==> src/rtl/thermal_event_pkg.sv <==
// package: constants and carrier types for the thermal event configuration register
package thermal_event_pkg;

	// =====================================================
	// field positions
	localparam int MODE_BIT     = 0;
	localparam int POL_BIT      = 1;
	localparam int CRIT_BIT     = 2;
	localparam int OUT_EN_BIT   = 3;
	localparam int STATUS_BIT   = 4;
	localparam int CLEAR_BIT    = 5;
	localparam int ALARM_LK_BIT = 6;
	localparam int CRIT_LK_BIT  = 7;
	localparam int SHDN_BIT     = 8;
	localparam int HYS_LO_BIT   = 9;
	localparam int HYS_HI_BIT   = 10;

	// =====================================================
	// reset values
	localparam logic [1:0] HYS_RESET  = 2'h0;
	localparam logic       BIT_RESET  = 1'b0;

	// =====================================================
	// hysteresis in quarter degrees (temperature lsb = 0.25 C)
	localparam logic [4:0] HYS_OFF_Q  = 5'h00;
	localparam logic [4:0] HYS_1P5_Q  = 5'h06;
	localparam logic [4:0] HYS_3_Q    = 5'h0C;
	localparam logic [4:0] HYS_6_Q    = 5'h18;

	typedef enum logic [1:0]
	{
		ALERT_IDLE    = 2'b00,
		ALERT_PENDING = 2'b01,
		ALERT_CLEARED = 2'b10
	} alert_state_type;

	typedef struct packed
	{
		logic        crit_lock;
		logic        alarm_lock;
		logic [1:0]  hysteresis_amount;
		logic        shutdown;
		logic        out_en;
		logic        crit_only;
		logic        polarity;
		logic        int_mode;
	} cfg_type;

	typedef struct packed
	{
		logic        above;
		logic        below;
		logic        crit;
	} trip_type;

	typedef struct packed
	{
		cfg_type         cfg;
		trip_type        trip;
		alert_state_type ast;
		logic            status;
		logic            alert_pin;
		logic [15:0]     rdata;
		logic            conv_en;
	} state_type;

endpackage : thermal_event_pkg

==> src/rtl/thermal_event_config_register.sv <==
// module: thermal event configuration register with alert generation
`timescale 1ns/1ps

// Summary of operation
// - bit 0 picks comparator (0, reset) or interrupt (1) alert behaviour
// - writes to mode bit ignored while any lock bit set
// - bit 1 polarity, 0 active-low at reset; locked by either lock
// - bit 2 critical-only filter, reset 0; locked by alarm lock only
// - bit 3 enables alert output, reset 0; locked by either lock
// - read-only bit 4 shows whether the alert output is asserted
// - writing 1 to bit 5 clears the alert in interrupt mode
// - clear-alert bit always reads zero
// - in comparator mode clear-alert has no effect
// - bit 6 set blocks alarm window limit writes; reads back 1
// - bit 7 set blocks critical limit writes; reads 1; reset 0
// - lock bits stay set until power-on reset
// - a single write sets a lock bit
// - bit 8 shutdown stops conversion and suppresses alerts; reset 0
// - setting shutdown ignored while locked; clearing always accepted
// - bits 10:9 hysteresis: off, 1.5, 3, 6 degrees
// - at critical trip alert behaves as comparator, clear has no effect
// - comparator alert follows temperature only, not register accesses
// - above-window holds until temperature at or below upper minus hysteresis
// - interrupt-mode alert triggers on entering or leaving the alarm window
module thermal_event_config_register
(
	input  wire logic               clk_i,
	input  wire logic               reset_n_i,
	input  wire logic               cfg_wr_i,
	input  wire logic [15:0]        cfg_wdata_i,
	input  wire logic               cfg_rd_i,
	output logic      [15:0]        cfg_rdata_o,
	input  wire logic               temp_valid_i,
	input  wire logic signed [12:0] temp_i,
	input  wire logic signed [12:0] upper_limit_i,
	input  wire logic signed [12:0] lower_limit_i,
	input  wire logic signed [12:0] crit_limit_i,
	input  wire logic               alarm_limit_wr_i,
	input  wire logic               crit_limit_wr_i,
	output logic                    alarm_limit_wr_ok_o,
	output logic                    crit_limit_wr_ok_o,
	output logic                    conv_en_o,
	output logic                    above_o,
	output logic                    below_o,
	output logic                    crit_o,
	output logic                    alert_oe_n_o
);

	thermal_event_pkg::state_type state_ff;
	thermal_event_pkg::state_type nxt_state;
	logic                         wr_alarm_ok_ff;
	logic                         wr_crit_ok_ff;

	// =====================================================
	// hysteresis decode
	function automatic logic [4:0] hys_q(input logic [1:0] sel);
		case (sel)
			2'h0:    hys_q = thermal_event_pkg::HYS_OFF_Q;
			2'h1:    hys_q = thermal_event_pkg::HYS_1P5_Q;
			2'h2:    hys_q = thermal_event_pkg::HYS_3_Q;
			default: hys_q = thermal_event_pkg::HYS_6_Q;
		endcase
	endfunction : hys_q

	// =====================================================
	// next state
	logic                   any_lock;
	logic                   clear_req;
	logic signed [13:0]     hys_s;
	logic signed [13:0]     t_s;
	logic                   window_change;
	logic                   cond;
	logic                   in_crit;
	logic                   asserted;

	always_comb
	begin
		nxt_state = state_ff;
		any_lock  = state_ff.cfg.alarm_lock | state_ff.cfg.crit_lock;
		clear_req = 1'b0;
		hys_s     = 14'(signed'({1'b0, hys_q(state_ff.cfg.hysteresis_amount)}));
		t_s       = 14'(temp_i);
		window_change = 1'b0;

		// register write; bits 15:11 dropped, status and clear not stored
		if (cfg_wr_i)
		begin
			if (!any_lock)
			begin
				nxt_state.cfg.int_mode = cfg_wdata_i[thermal_event_pkg::MODE_BIT];
				nxt_state.cfg.polarity = cfg_wdata_i[thermal_event_pkg::POL_BIT];
				nxt_state.cfg.out_en   = cfg_wdata_i[thermal_event_pkg::OUT_EN_BIT];
			end
			if (!state_ff.cfg.alarm_lock)
				nxt_state.cfg.crit_only = cfg_wdata_i[thermal_event_pkg::CRIT_BIT];
			// locks are sticky: only set by one write, never cleared here
			nxt_state.cfg.alarm_lock = state_ff.cfg.alarm_lock
				| cfg_wdata_i[thermal_event_pkg::ALARM_LK_BIT];
			nxt_state.cfg.crit_lock  = state_ff.cfg.crit_lock
				| cfg_wdata_i[thermal_event_pkg::CRIT_LK_BIT];
			if (!cfg_wdata_i[thermal_event_pkg::SHDN_BIT] || !any_lock)
				nxt_state.cfg.shutdown = cfg_wdata_i[thermal_event_pkg::SHDN_BIT];
			nxt_state.cfg.hysteresis_amount =
				cfg_wdata_i[thermal_event_pkg::HYS_HI_BIT:thermal_event_pkg::HYS_LO_BIT];
			clear_req = cfg_wdata_i[thermal_event_pkg::CLEAR_BIT];
		end

		nxt_state.conv_en = ~nxt_state.cfg.shutdown;

		// trip detection; hysteresis on de-assertion for above and crit, on assertion for below; frozen in shutdown
		if (temp_valid_i && !state_ff.cfg.shutdown)
		begin
			if (t_s > 14'(upper_limit_i))
				nxt_state.trip.above = 1'b1;
			else if (t_s <= 14'(upper_limit_i) - hys_s)
				nxt_state.trip.above = 1'b0;
			if (t_s < 14'(lower_limit_i) - hys_s)
				nxt_state.trip.below = 1'b1;
			else if (t_s >= 14'(lower_limit_i))
				nxt_state.trip.below = 1'b0;
			if (t_s >= 14'(crit_limit_i))
				nxt_state.trip.crit = 1'b1;
			else if (t_s < 14'(crit_limit_i) - hys_s)
				nxt_state.trip.crit = 1'b0;
			window_change = (nxt_state.trip.above != state_ff.trip.above)
				| (nxt_state.trip.below != state_ff.trip.below);
		end

		in_crit = nxt_state.trip.crit;
		cond    = nxt_state.cfg.crit_only ? in_crit
			: (nxt_state.trip.above | nxt_state.trip.below | in_crit);

		// interrupt-mode latch; comparator mode ignores clear entirely
		case (state_ff.ast)
			thermal_event_pkg::ALERT_IDLE:
			begin
				if (window_change && !nxt_state.cfg.crit_only)
					nxt_state.ast = thermal_event_pkg::ALERT_PENDING;
			end
			thermal_event_pkg::ALERT_PENDING:
			begin
				// trigger wins over a clear arriving in the same cycle
				if (clear_req && state_ff.cfg.int_mode && !window_change)
					nxt_state.ast = thermal_event_pkg::ALERT_CLEARED;
			end
			thermal_event_pkg::ALERT_CLEARED:
			begin
				if (window_change)
					nxt_state.ast = thermal_event_pkg::ALERT_PENDING;
				else
					nxt_state.ast = thermal_event_pkg::ALERT_IDLE;
			end
			default: nxt_state.ast = thermal_event_pkg::ALERT_IDLE;
		endcase

		// critical forces comparator behaviour, clear cannot remove it
		if (in_crit)
			asserted = 1'b1;
		else if (nxt_state.cfg.int_mode)
			asserted = (nxt_state.ast == thermal_event_pkg::ALERT_PENDING);
		else
			asserted = cond;

		nxt_state.status = asserted & nxt_state.cfg.out_en
			& ~nxt_state.cfg.shutdown;
		nxt_state.alert_pin = nxt_state.status ^ ~nxt_state.cfg.polarity;

		// read-back image; reserved bits and clear bit read zero
		nxt_state.rdata = 16'h0000;
		nxt_state.rdata[thermal_event_pkg::MODE_BIT]     = nxt_state.cfg.int_mode;
		nxt_state.rdata[thermal_event_pkg::POL_BIT]      = nxt_state.cfg.polarity;
		nxt_state.rdata[thermal_event_pkg::CRIT_BIT]     = nxt_state.cfg.crit_only;
		nxt_state.rdata[thermal_event_pkg::OUT_EN_BIT]   = nxt_state.cfg.out_en;
		nxt_state.rdata[thermal_event_pkg::STATUS_BIT]   = nxt_state.status;
		nxt_state.rdata[thermal_event_pkg::ALARM_LK_BIT] = nxt_state.cfg.alarm_lock;
		nxt_state.rdata[thermal_event_pkg::CRIT_LK_BIT]  = nxt_state.cfg.crit_lock;
		nxt_state.rdata[thermal_event_pkg::SHDN_BIT]     = nxt_state.cfg.shutdown;
		nxt_state.rdata[thermal_event_pkg::HYS_HI_BIT:thermal_event_pkg::HYS_LO_BIT] =
			nxt_state.cfg.hysteresis_amount;
	end

	// =====================================================
	// registers; only power-on reset clears locks
	always_ff @(posedge clk_i or negedge reset_n_i)
	begin
		if (!reset_n_i)
		begin
			state_ff           <= '0;
			state_ff.alert_pin <= 1'b1;
			state_ff.conv_en   <= 1'b1;
			wr_alarm_ok_ff     <= 1'b0;
			wr_crit_ok_ff      <= 1'b0;
		end
		else
		begin
			state_ff       <= nxt_state;
			wr_alarm_ok_ff <= alarm_limit_wr_i & ~state_ff.cfg.alarm_lock;
			wr_crit_ok_ff  <= crit_limit_wr_i & ~state_ff.cfg.crit_lock;
		end
	end

	// =====================================================
	// outputs, all from flip-flops
	logic unused_rd;
	assign unused_rd = cfg_rd_i;

	assign cfg_rdata_o         = state_ff.rdata;
	assign alarm_limit_wr_ok_o = wr_alarm_ok_ff;
	assign crit_limit_wr_ok_o  = wr_crit_ok_ff;
	assign conv_en_o           = state_ff.conv_en;
	assign above_o             = state_ff.trip.above;
	assign below_o             = state_ff.trip.below;
	assign crit_o              = state_ff.trip.crit;
	// open drain: oe_n low pulls the pin low
	assign alert_oe_n_o        = state_ff.alert_pin;

endmodule : thermal_event_config_register

==> config.mk <==
export PLATFORM = sky130hd
export DESIGN_NAME = thermal_event_config_register
export DESIGN_NICKNAME = d
export VERILOG_FILES = /design/src/rtl/thermal_event_pkg.sv /design/src/rtl/thermal_event_config_register.sv
export SDC_FILE = /design/constraint.sdc
export NUM_CORES = 1
export LEC_CHECK = 0
export ABC_AREA = 1
export BUFFER_PORTS_ARGS = -buffer_cell sky130_fd_sc_hd__buf_2
export CORE_ASPECT_RATIO = 0.6
export CORE_MARGIN = 2
export CORE_UTILIZATION = 50
export DETAILED_ROUTE_END_ITERATION = 8
export GPL_TIMING_DRIVEN = 0
export HOLD_SLACK_MARGIN = 0.05
export PLACE_DENSITY = 0.91
export SLEW_MARGIN = 40
export SYNTH_ARGS = -nofsm -noshare
export SYNTH_HDL_FRONTEND = slang
export SYNTH_SLANG_ARGS = --single-unit
==> constraint.sdc <==
create_clock -name clk_i -period 3.65 [get_ports clk_i]
set_clock_uncertainty 0.1 [all_clocks]
set_input_delay 0.5475 -clock clk_i [delete_from_list [all_inputs] [get_ports clk_i]]
set_output_delay 0.5475 -clock clk_i [all_outputs]
set_load 0.05 [all_outputs]
==> results of run 1 <==
cells in the mapped netlist (4+ instances only):
cell,n
dfrtp_1,17
a21oi_1,37
nor2_1,38
nand2_1,131
o21ai_0,16
nand2_2,4
or2_2,4
nand3_1,31
ha_1,90
buf_4,16
inv_1,107
nand4_1,7
nor2_2,4
inv_2,7
xor2_1,24
nor3_1,6
worst register-to-register path, delay by kind of cell, from the launching register on:
kind / cells / cell delay [ns]
and+or+nand+nor: 18 / 1.78
adders and majority gates: 4 / 1.00
DFF: 1 / 0.41
buffers and inverters: 6 / 0.39
AOI/OAI and AO/OA: 2 / 0.32
kinds of logic after synthesis:
logic type	count (synthesis)	share of synthesized area
AOI/OAI and AO/OA	65	0.09076
adders and majority gates	93	0.3051
xor gates and xnor gates	27	0.06083
and+or+nand+nor	238	0.2771
other	1	0.0009646
DFF	19	0.1229
buffers and inverters	131	0.1423
power by group through the flow:
stage                     clock network [W]  registers, W  logic [W]
after floorplan                           0      0.000302   0.000545
after global placement                    0      0.000264   0.000750
after detailed placement                  0      0.000267   0.000798
after CTS                          0.000226      0.000264   0.000849
after global routing               0.000244      0.000267    0.00103
final                              0.000227      0.000265   0.000930
through the flow:
stage,setup TNS [ns],cell area (sq um),utilization,hold WS (ns)
finish,-1.513,4991,0.6756,0.1379
detailed placement,-2.640,4464,0.6043,0.3723
global route,-2.751,4991,0.6756,0.1737
floorplan,0,3914,-,0.1519
global placement,-1.477,4464,0.6043,0.3646
CTS,-1.132,4746,0.6424,0.1391
cell usage in the layout (no fill, tap or decap), types with 4 or more instances in the layout:
| cell | instances |
|---|---|
| a21oi_1 | 31 |
| a21oi_2 | 6 |
| buf_2 | 84 |
| buf_4 | 35 |
| conb_1 | 6 |
| dfrtp_1 | 16 |
| ha_1 | 80 |
| ha_4 | 9 |
| inv_1 | 99 |
| inv_2 | 14 |
| nand2_1 | 120 |
| nand2_2 | 15 |
| nand3_1 | 24 |
| nand3_2 | 10 |
| nand4_1 | 7 |
| nor2_1 | 35 |
| nor2_2 | 5 |
| nor2_4 | 4 |
| o21ai_0 | 14 |
| o21ai_1 | 5 |
| or2_2 | 4 |
| xor2_1 | 22 |
routing by layer:
layer,wire [microns],vias to the layer above,GRT usage
li1,-,2044,-
met1,4853,1900,0.3276
met2,5545,184,0.4612
met3,985,33,0.03695
met4,266,0,0.08434
met5,0,-,0
sequential cells by signal, indices dropped and copies added (netlist names):
signal,cells
cfg_rdata_o,9
state_ff,3
above_o,1
alarm_limit_wr_ok_o,1
alert_oe_n_o,1
below_o,1
conv_en_o,1
crit_limit_wr_ok_o,1
crit_o,1
timing repair:
action,in CTS,in global routing
resized for setup,30,39
endpoints found under the setup margin,7,7
pin swaps,12,34
setup buffers,10,10
layout make-up:
class,instances,area share
clock inverter,1,0.001003
inverter,115,0.08749
clock buffer,3,0.01504
sequential,19,0.09601
timing repair buffer,104,0.1151
buffer,16,0.02407
multi-input combinational,429,0.6352
tap,104,0.02607
worst min-delay path by stage:
stage	start	endpoint
2_1_floorplan	reset_n_i	above_o$_DFF_PN0_
5_1_grt	reset_n_i	state_ff[20]$_DFF_PN0_
6_report	reset_n_i	above_o$_DFF_PN0_
3_3_place_gp	cfg_rdata_o[6]$_DFFE_PN0P_	alarm_limit_wr_ok_o$_DFF_PN0_
4_1_cts	reset_n_i	cfg_rdata_o[8]$_DFF_PN0_
3_5_place_dp	cfg_rdata_o[8]$_DFF_PN0_	conv_en_o$_DFF_PN1_
==> flow_summary.json, run 1 <==
{
  "timing.critical_path.mode_cell": "nand2_1",
  "r2r_slack_ns": -0.42,
  "root_buffer": "clkbuf_16",
  "vias": 4161,
  "synth-main-ff-cell": "dfrtp_1",
  "synth_cell_types": 38,
  "initial_core_util": 0.5263,
  "die_x_microns": 117.8,
  "slowest_stage": "dfrtp_1",
  "critPathMaxStageDelay_ns": 0.41,
  "pwr-share-clk": 0.160,
  "numCtsBuffers": 3,
  "grt.overflow.total": 0,
  "min_period_ns": 4.072,
  "grt_pass1_vias": 4066,
  "r2r-start": "cfg_rdata_o[10]$_DFFE_PN0P_",
  "track_usage": 0.2585,
  "core_area_sq_um": 7387,
  "clkTransAtPathRegs_ns": 0.06,
  "final_layout_size_suffix_gt1_frac": 0.3100,
  "grt_max_degree": 20,
  "synth-edff-count": 0,
  "clkLatencyLatePin_ns": 0.25,
  "drt_wl_total_mm": 11.65,
  "failed_checks": "setup timing",
  "wl_per_cell_microns": 14.73,
  "area_delta_synth_final_pct": 28.39,
  "status": "finished with violations",
  "setup_violations": 5,
  "power_leakage_nw": 2.825,
  "hold_viol_final": 0,
  "n_fill_cell": 593,
  "cts_tree": "done",
  "dp_hpwl_mm": 8.936,
  "cp_data_required_time_ns": 3.75,
  "drtPass1Iterations": 4,
  "worstReg2RegEnd": "alert_oe_n_o$_DFF_PN1_",
  "ys_ff_latch": 19,
  "share_comb_of_total_power": 0.654,
  "worstPathMaxFanout": 3,
  "worst_slack_ns": -0.4221,
  "syn_inst": 574,
  "cp_num_cells": 30,
  "syn_area_sq_um": 3887,
  "synth.area.top_cells": "ha_1 29%, nand2_1 13%, dfrtp_1 11%",
  "intPower_w": 0.0007463,
  "totalPowerFinal_w": 0.001423,
  "placed_cells": 767,
  "period_share": 1.116,
  "peakVddDrop_uv": 187.6,
  "n_antenna_cell": 0,
  "async_reset_ff_frac": 1.000,
  "die_h_microns": 72.30,
  "clock-sinks": 19,
  "ios": 98,
  "yosys.area.top_type": "ha_1",
  "drt-initial-drc-count": 273,
  "hold_class": "primary input to asynchronous set/reset pin",
  "crit_end": "alert_oe_n_o$_DFF_PN1_",
  "place_ws_ns": -0.6704,
  "layoutNonFillerInstCount": 791,
  "yosysWarnings": 0,
  "grt_pass1_wl_mm": 17.81,
  "crit_buf_inv": 6,
  "start_kind": "flop",
  "ys_seq_area_frac": 0.1229,
  "via_per_inst": 5.260,
  "crit_start": "cfg_rdata_o[10]$_DFFE_PN0P_",
  "p_sw_frac": 0.4755,
  "antenna_found_initial": 0,
  "io_buffers": 84,
  "yosys.area.top_type_share": 0.2897,
  "critPathTopFamily": "simple AND/OR/NAND/NOR gates",
  "drc": 0,
  "reg2reg_depth": 30,
  "syn_area_per_cell_sq_um": 6.773,
  "hold_buffers": 0,
  "antenna_left": 0,
  "rsz0062_at_grt": "yes",
  "regArea_sq_um": 479.2,
  "critPathCaptureType": "flop",
  "finalNetCount": 856,
  "p_sw_w": 0.0006765,
  "max_freq_mhz": 245.6,
  "htreeDepth": 1,
  "multi_input_area_sq_um": 3171,
  "slew_violations": 0,
  "arrival_ns": 4.17,
  "rows": 24,
  "max_cap_viol_count": 0,
  "powerDensity_nw_per_um2": 285.1,
  "seqPwrFrac": 0.186,
  "dieArea_sq_um": 8519,
  "worst-setup-path-type": "flop to flop",
  "place.gp.congestion": 0.9333,
  "clk_path_buf_depth": 2
}
Power figures use the tool's default switching activity.
==> run 2: changes to the inputs <==
- PLACE_DENSITY: 0.91 -> 0.88
- clock period: 3.65 -> 5 ns (I/O delays scaled with it)
==> run 2 against run 1 <==
Effect of this change: sequential share of layout area rose by 0.93 points; setup slack gained 1.1 ns; routed wire length is 16% lower; die area stayed put; clock power is 27% lower; the flow now finishes without violations; critical path depth increased by 1; largest power group unchanged; flip-flop and latch count is the same.
==> flow_summary.json, run 2 (synthesis gave the netlist of run 1 again) <==
{
  "worstPathMaxFanout": 6,
  "holdWs_ns": 0.3299,
  "track_usage": 0.2376,
  "dieArea_sq_um": 8519,
  "period_share": 0.8723,
  "worst-setup-path-type": "flop to flop",
  "hold_viol_final": 0,
  "crit_start": "state_ff[29]$_DFFE_PN0P_",
  "htreeDepth": 1,
  "cp_data_required_time_ns": 5.10,
  "power_leakage_nw": 2.714,
  "crit_end": "alert_oe_n_o$_DFF_PN1_",
  "clkLatencyLatePin_ns": 0.25,
  "numCtsBuffers": 3,
  "initial_core_util": 0.5263,
  "fin_tns_setup_ns": 0,
  "post_cts_resized": 0,
  "wl_per_cell_microns": 12.63,
  "dp_hpwl_mm": 8.472,
  "timing.critical_path.mode_cell": "nand2_1",
  "max_freq_mhz": 229.3,
  "grt_max_degree": 20,
  "grt_pass1_wl_mm": 16.64,
  "finalNetCount": 836,
  "layout_common_cells": "131 x nand2_1, 107 x inv_1, 90 x ha_1",
  "multi_input_area_sq_um": 2875,
  "post_cts_buffers": 0,
  "critPathMaxStageDelay_ns": 0.47,
  "clkTransAtPathRegs_ns": 0.05,
  "slew_violations": 0,
  "vias": 3874,
  "n_fill_cell": 669,
  "reg2reg_depth": 31,
  "ios": 98,
  "drc": 0,
  "start_kind": "flop",
  "drt-initial-drc-count": 205,
  "min_period_ns": 4.361,
  "rsz0062_at_grt": "no",
  "powerDensity_nw_per_um2": 207.9,
  "final_layout_size_suffix_gt1_frac": 0.2054,
  "slowest_stage": "ha_1",
  "n_antenna_cell": 0,
  "grt_pass1_vias": 3899,
  "grt.overflow.total": 0,
  "place.gp.congestion": 0.9249,
  "peakVddDrop_uv": 114.5,
  "r2r-start": "state_ff[29]$_DFFE_PN0P_",
  "worstReg2RegEnd": "alert_oe_n_o$_DFF_PN1_",
  "r2r_slack_ns": 0.64,
  "rows": 24,
  "io_buffers": 84,
  "setup_violations": 0,
  "antenna_found_initial": 1,
  "status": "finished, final reports clean",
  "area_delta_synth_final_pct": 16.70,
  "max_cap_viol_count": 0,
  "root_buffer": "clkbuf_16",
  "hold_buffers": 0,
  "final_common_cell": "nand2_1",
  "arrival_ns": 4.46,
  "largest_reg_flops": 9,
  "hold_class": "primary input to asynchronous set/reset pin",
  "drtPass1Iterations": 4,
  "die_h_microns": 72.30,
  "via_per_inst": 5.025,
  "drt_wl_total_mm": 9.738,
  "clk_path_buf_depth": 2,
  "antenna_left": 0,
  "regArea_sq_um": 478.0,
  "worst_slack_ns": 0.6386,
  "place_ws_ns": 0.6608,
  "die_x_microns": 117.8,
  "cts_tree": "done",
  "clock-sinks": 19,
  "core_area_sq_um": 7387,
  "critPathCaptureType": "flop"
}
-- run 2: layer usage --
layer	part of all wire	vias up	wire, microns	GRT usage
li1	-	2008	-	-
met4	0.013	0	131	0.05221
met3	0.067	15	650	0.03616
met2	0.44	122	4249	0.4083
met5	0	-	0	0
met1	0.48	1729	4706	0.3208
-- run 2: worst min path at each step --
stage,start,endpoint,slack (ns),cells past startpoint
global route,reset_n_i,cfg_rdata_o[10]$_DFFE_PN0P_,0.36,1
CTS,reset_n_i,cfg_rdata_o[10]$_DFFE_PN0P_,0.34,1
detailed placement,cfg_rdata_o[6]$_DFFE_PN0P_,alarm_limit_wr_ok_o$_DFF_PN0_,0.37,1
floorplan,cfg_rdata_o[8]$_DFF_PN0_,conv_en_o$_DFF_PN1_,0.34,1
finish,reset_n_i,cfg_rdata_o[10]$_DFFE_PN0P_,0.33,1
global placement,cfg_rdata_o[6]$_DFFE_PN0P_,alarm_limit_wr_ok_o$_DFF_PN0_,0.36,1
-- run 2: through the flow --
step / std cells / util / instance area, sq um / power, W
final: 771 / 0.6142 / 4537 / 0.0009430
after global routing: 771 / 0.6142 / 4537 / 0.001029
after CTS: 771 / 0.6142 / 4537 / 0.0009429
after detailed placement: 767 / 0.6033 / 4457 / 0.0007699
after global placement: 767 / 0.6033 / 4457 / 0.0007399
after floorplan: 579 / - / 3906 / 0.0006174
-- run 2: power breakdown --
group          leakage, nW  switching (W)  internal, W  total, W
clock network       0.0409      0.0000587     0.000107  0.000166
logic                 2.45       0.000372     0.000214  0.000586
registers            0.224      0.0000124     0.000178  0.000191
total                 2.71       0.000443     0.000500  0.000943
-- run 2: area by class of cell --
cell class              count  share of cell area
multi-input cells         429              0.6338
flip-flops and latches     19              0.1054
inverters                 115             0.09542
repair buffers             84             0.09266
well taps                 104             0.02868
plain buffers              16             0.02648
clock buffers               3             0.01655
clock inverters             1            0.001103
-- run 2: worst max-delay path: cells and delay by family, from the launching register on --
kind,cells,cell delay (ns)
adders and majority gates,3,1.04
and+or+nand+nor,22,2.17
DFF,1,0.39
buffers and inverters,3,0.17
AOI/OAI and AO/OA,2,0.26
xor gates and xnor gates,1,0.17
==> run 3: changes to the inputs <==
- BUFFER_PORTS_ARGS: -buffer_cell sky130_fd_sc_hd__buf_2 -> -buffer_cell sky130_fd_sc_hd__clkbuf_2
==> run 3 against run 2 <==
Effect of this change: sequential share of layout area stayed put; sequential power hardly changed; utilization unchanged; total power grew 0.91%; design area is the same; global-route usage up 0.16 points; clock power about the same.
==> flow_summary.json, run 3 (synthesis gave the netlist of run 1 again) <==
{
  "powerDensity_nw_per_um2": 209.8,
  "period_share": 0.8626,
  "multi_input_area_sq_um": 2875,
  "final_common_cell": "nand2_1",
  "vias": 3981,
  "ios": 98,
  "place.gp.congestion": 0.9426,
  "dieArea_sq_um": 8519,
  "htreeDepth": 1,
  "numCtsBuffers": 3,
  "antenna_found_initial": 0,
  "hold_viol_final": 0,
  "post_cts_resized": 0,
  "clk_path_buf_depth": 2,
  "hold_buffers": 0,
  "post-route-util": 0.6142,
  "cp_data_required_time_ns": 5.09,
  "clkTransAtPathRegs_ns": 0.06,
  "critPathCaptureType": "flop",
  "regArea_sq_um": 478.0,
  "finalNetCount": 836,
  "antenna_left": 0,
  "worst-setup-path-type": "flop to flop",
  "initial_core_util": 0.5263,
  "clkLatencyLatePin_ns": 0.25,
  "via_per_inst": 5.163,
  "clock-sinks": 19,
  "critPathTopFamily": "simple AND/OR/NAND/NOR gates",
  "setup_violations": 0,
  "arrival_ns": 4.41,
  "grt_pass1_wl_mm": 16.58,
  "core_area_sq_um": 7387,
  "worst_slack_ns": 0.6871,
  "grt_pass1_vias": 3872,
  "start_kind": "flop",
  "drt_wl_total_mm": 10.15,
  "n_antenna_cell": 0,
  "drt-initial-drc-count": 214,
  "rows": 24,
  "worstPathMaxFanout": 6,
  "root_buffer": "clkbuf_16",
  "largest_reg_flops": 9,
  "rsz0062_at_grt": "no",
  "grt_max_degree": 20,
  "die_h_microns": 72.30,
  "n_fill_cell": 678,
  "wl_per_cell_microns": 13.16,
  "cts_tree": "done",
  "track_usage": 0.2392,
  "hold_class": "primary input to asynchronous set/reset pin",
  "post_cts_buffers": 0,
  "layout_common_cells": "131 x nand2_1, 107 x inv_1, 90 x ha_1",
  "timing.critical_path.mode_cell": "nand2_1",
  "grt.overflow.total": 0,
  "die_x_microns": 117.8,
  "fin_tns_setup_ns": 0,
  "min_period_ns": 4.313,
  "dp_hpwl_mm": 8.911,
  "place_ws_ns": 0.6695,
  "status": "finished, final reports clean",
  "crit_buf_inv": 4,
  "power_leakage_nw": 2.732,
  "totalPowerFinal_w": 0.0009516,
  "area_delta_synth_final_pct": 16.70,
  "io_buffers": 84,
  "max_freq_mhz": 231.9,
  "final_layout_size_suffix_gt1_frac": 0.2054,
  "slew_violations": 0,
  "slowest_stage": "ha_1",
  "drc": 0,
  "peakVddDrop_uv": 113.0,
  "critPathMaxStageDelay_ns": 0.48,
  "max_cap_viol_count": 0,
  "drtPass1Iterations": 7
}
## run 3: cell count changes in the layout (fill, tap and decap cells not counted), sizes merged
cell	previous run	this run
clkbuf	3	87
buf	100	16
## run 3: report_power, final
group          internal, W  switching [W]  leakage [nW]
clock network     0.000107      0.0000575        0.0409
logic             0.000215       0.000380          2.47
registers         0.000178      0.0000134         0.224
## run 3: layer usage
layer,track usage,vias to the layer above,share of wire
met1,0.3098,1801,0.47
met2,0.4322,153,0.45
li1,-,2007,-
met4,0.05622,0,0.015
met3,0.02987,20,0.062
met5,0,-,0
## run 3: cell type report
type / count / share of cell area
multi-input combinational: 429 / 0.6338
sequential: 19 / 0.1054
inverter: 115 / 0.09542
timing repair buffer: 84 / 0.09266
tap: 104 / 0.02868
buffer: 16 / 0.02648
clock buffer: 3 / 0.01655
clock inverter: 1 / 0.001103
## run 3: worst paths after layout
kind                                            start                       endpoint  slack (ns)  cells past startpoint
max                          state_ff[29]$_DFFE_PN0P_         alert_oe_n_o$_DFF_PN1_        0.69                     31
min                                         reset_n_i    cfg_rdata_o[10]$_DFFE_PN0P_        0.35                      1
max reg2reg                  state_ff[29]$_DFFE_PN0P_         alert_oe_n_o$_DFF_PN1_        0.69                     31
min reg2reg                cfg_rdata_o[6]$_DFFE_PN0P_  alarm_limit_wr_ok_o$_DFF_PN0_        0.38                      1
max in group asynchronous                   reset_n_i         alert_oe_n_o$_DFF_PN1_        4.09                      1
min in group clk_i         cfg_rdata_o[6]$_DFFE_PN0P_  alarm_limit_wr_ok_o$_DFF_PN0_        0.38                      1
## run 3: through the flow
step,std cells,cell area (sq um),hold slack (ns)
final,771,4537,0.3501
after global routing,771,4537,0.3729
after CTS,771,4537,0.3619
after detailed placement,767,4457,0.3659
after global placement,767,4457,0.3650
after floorplan,579,3906,0.3416
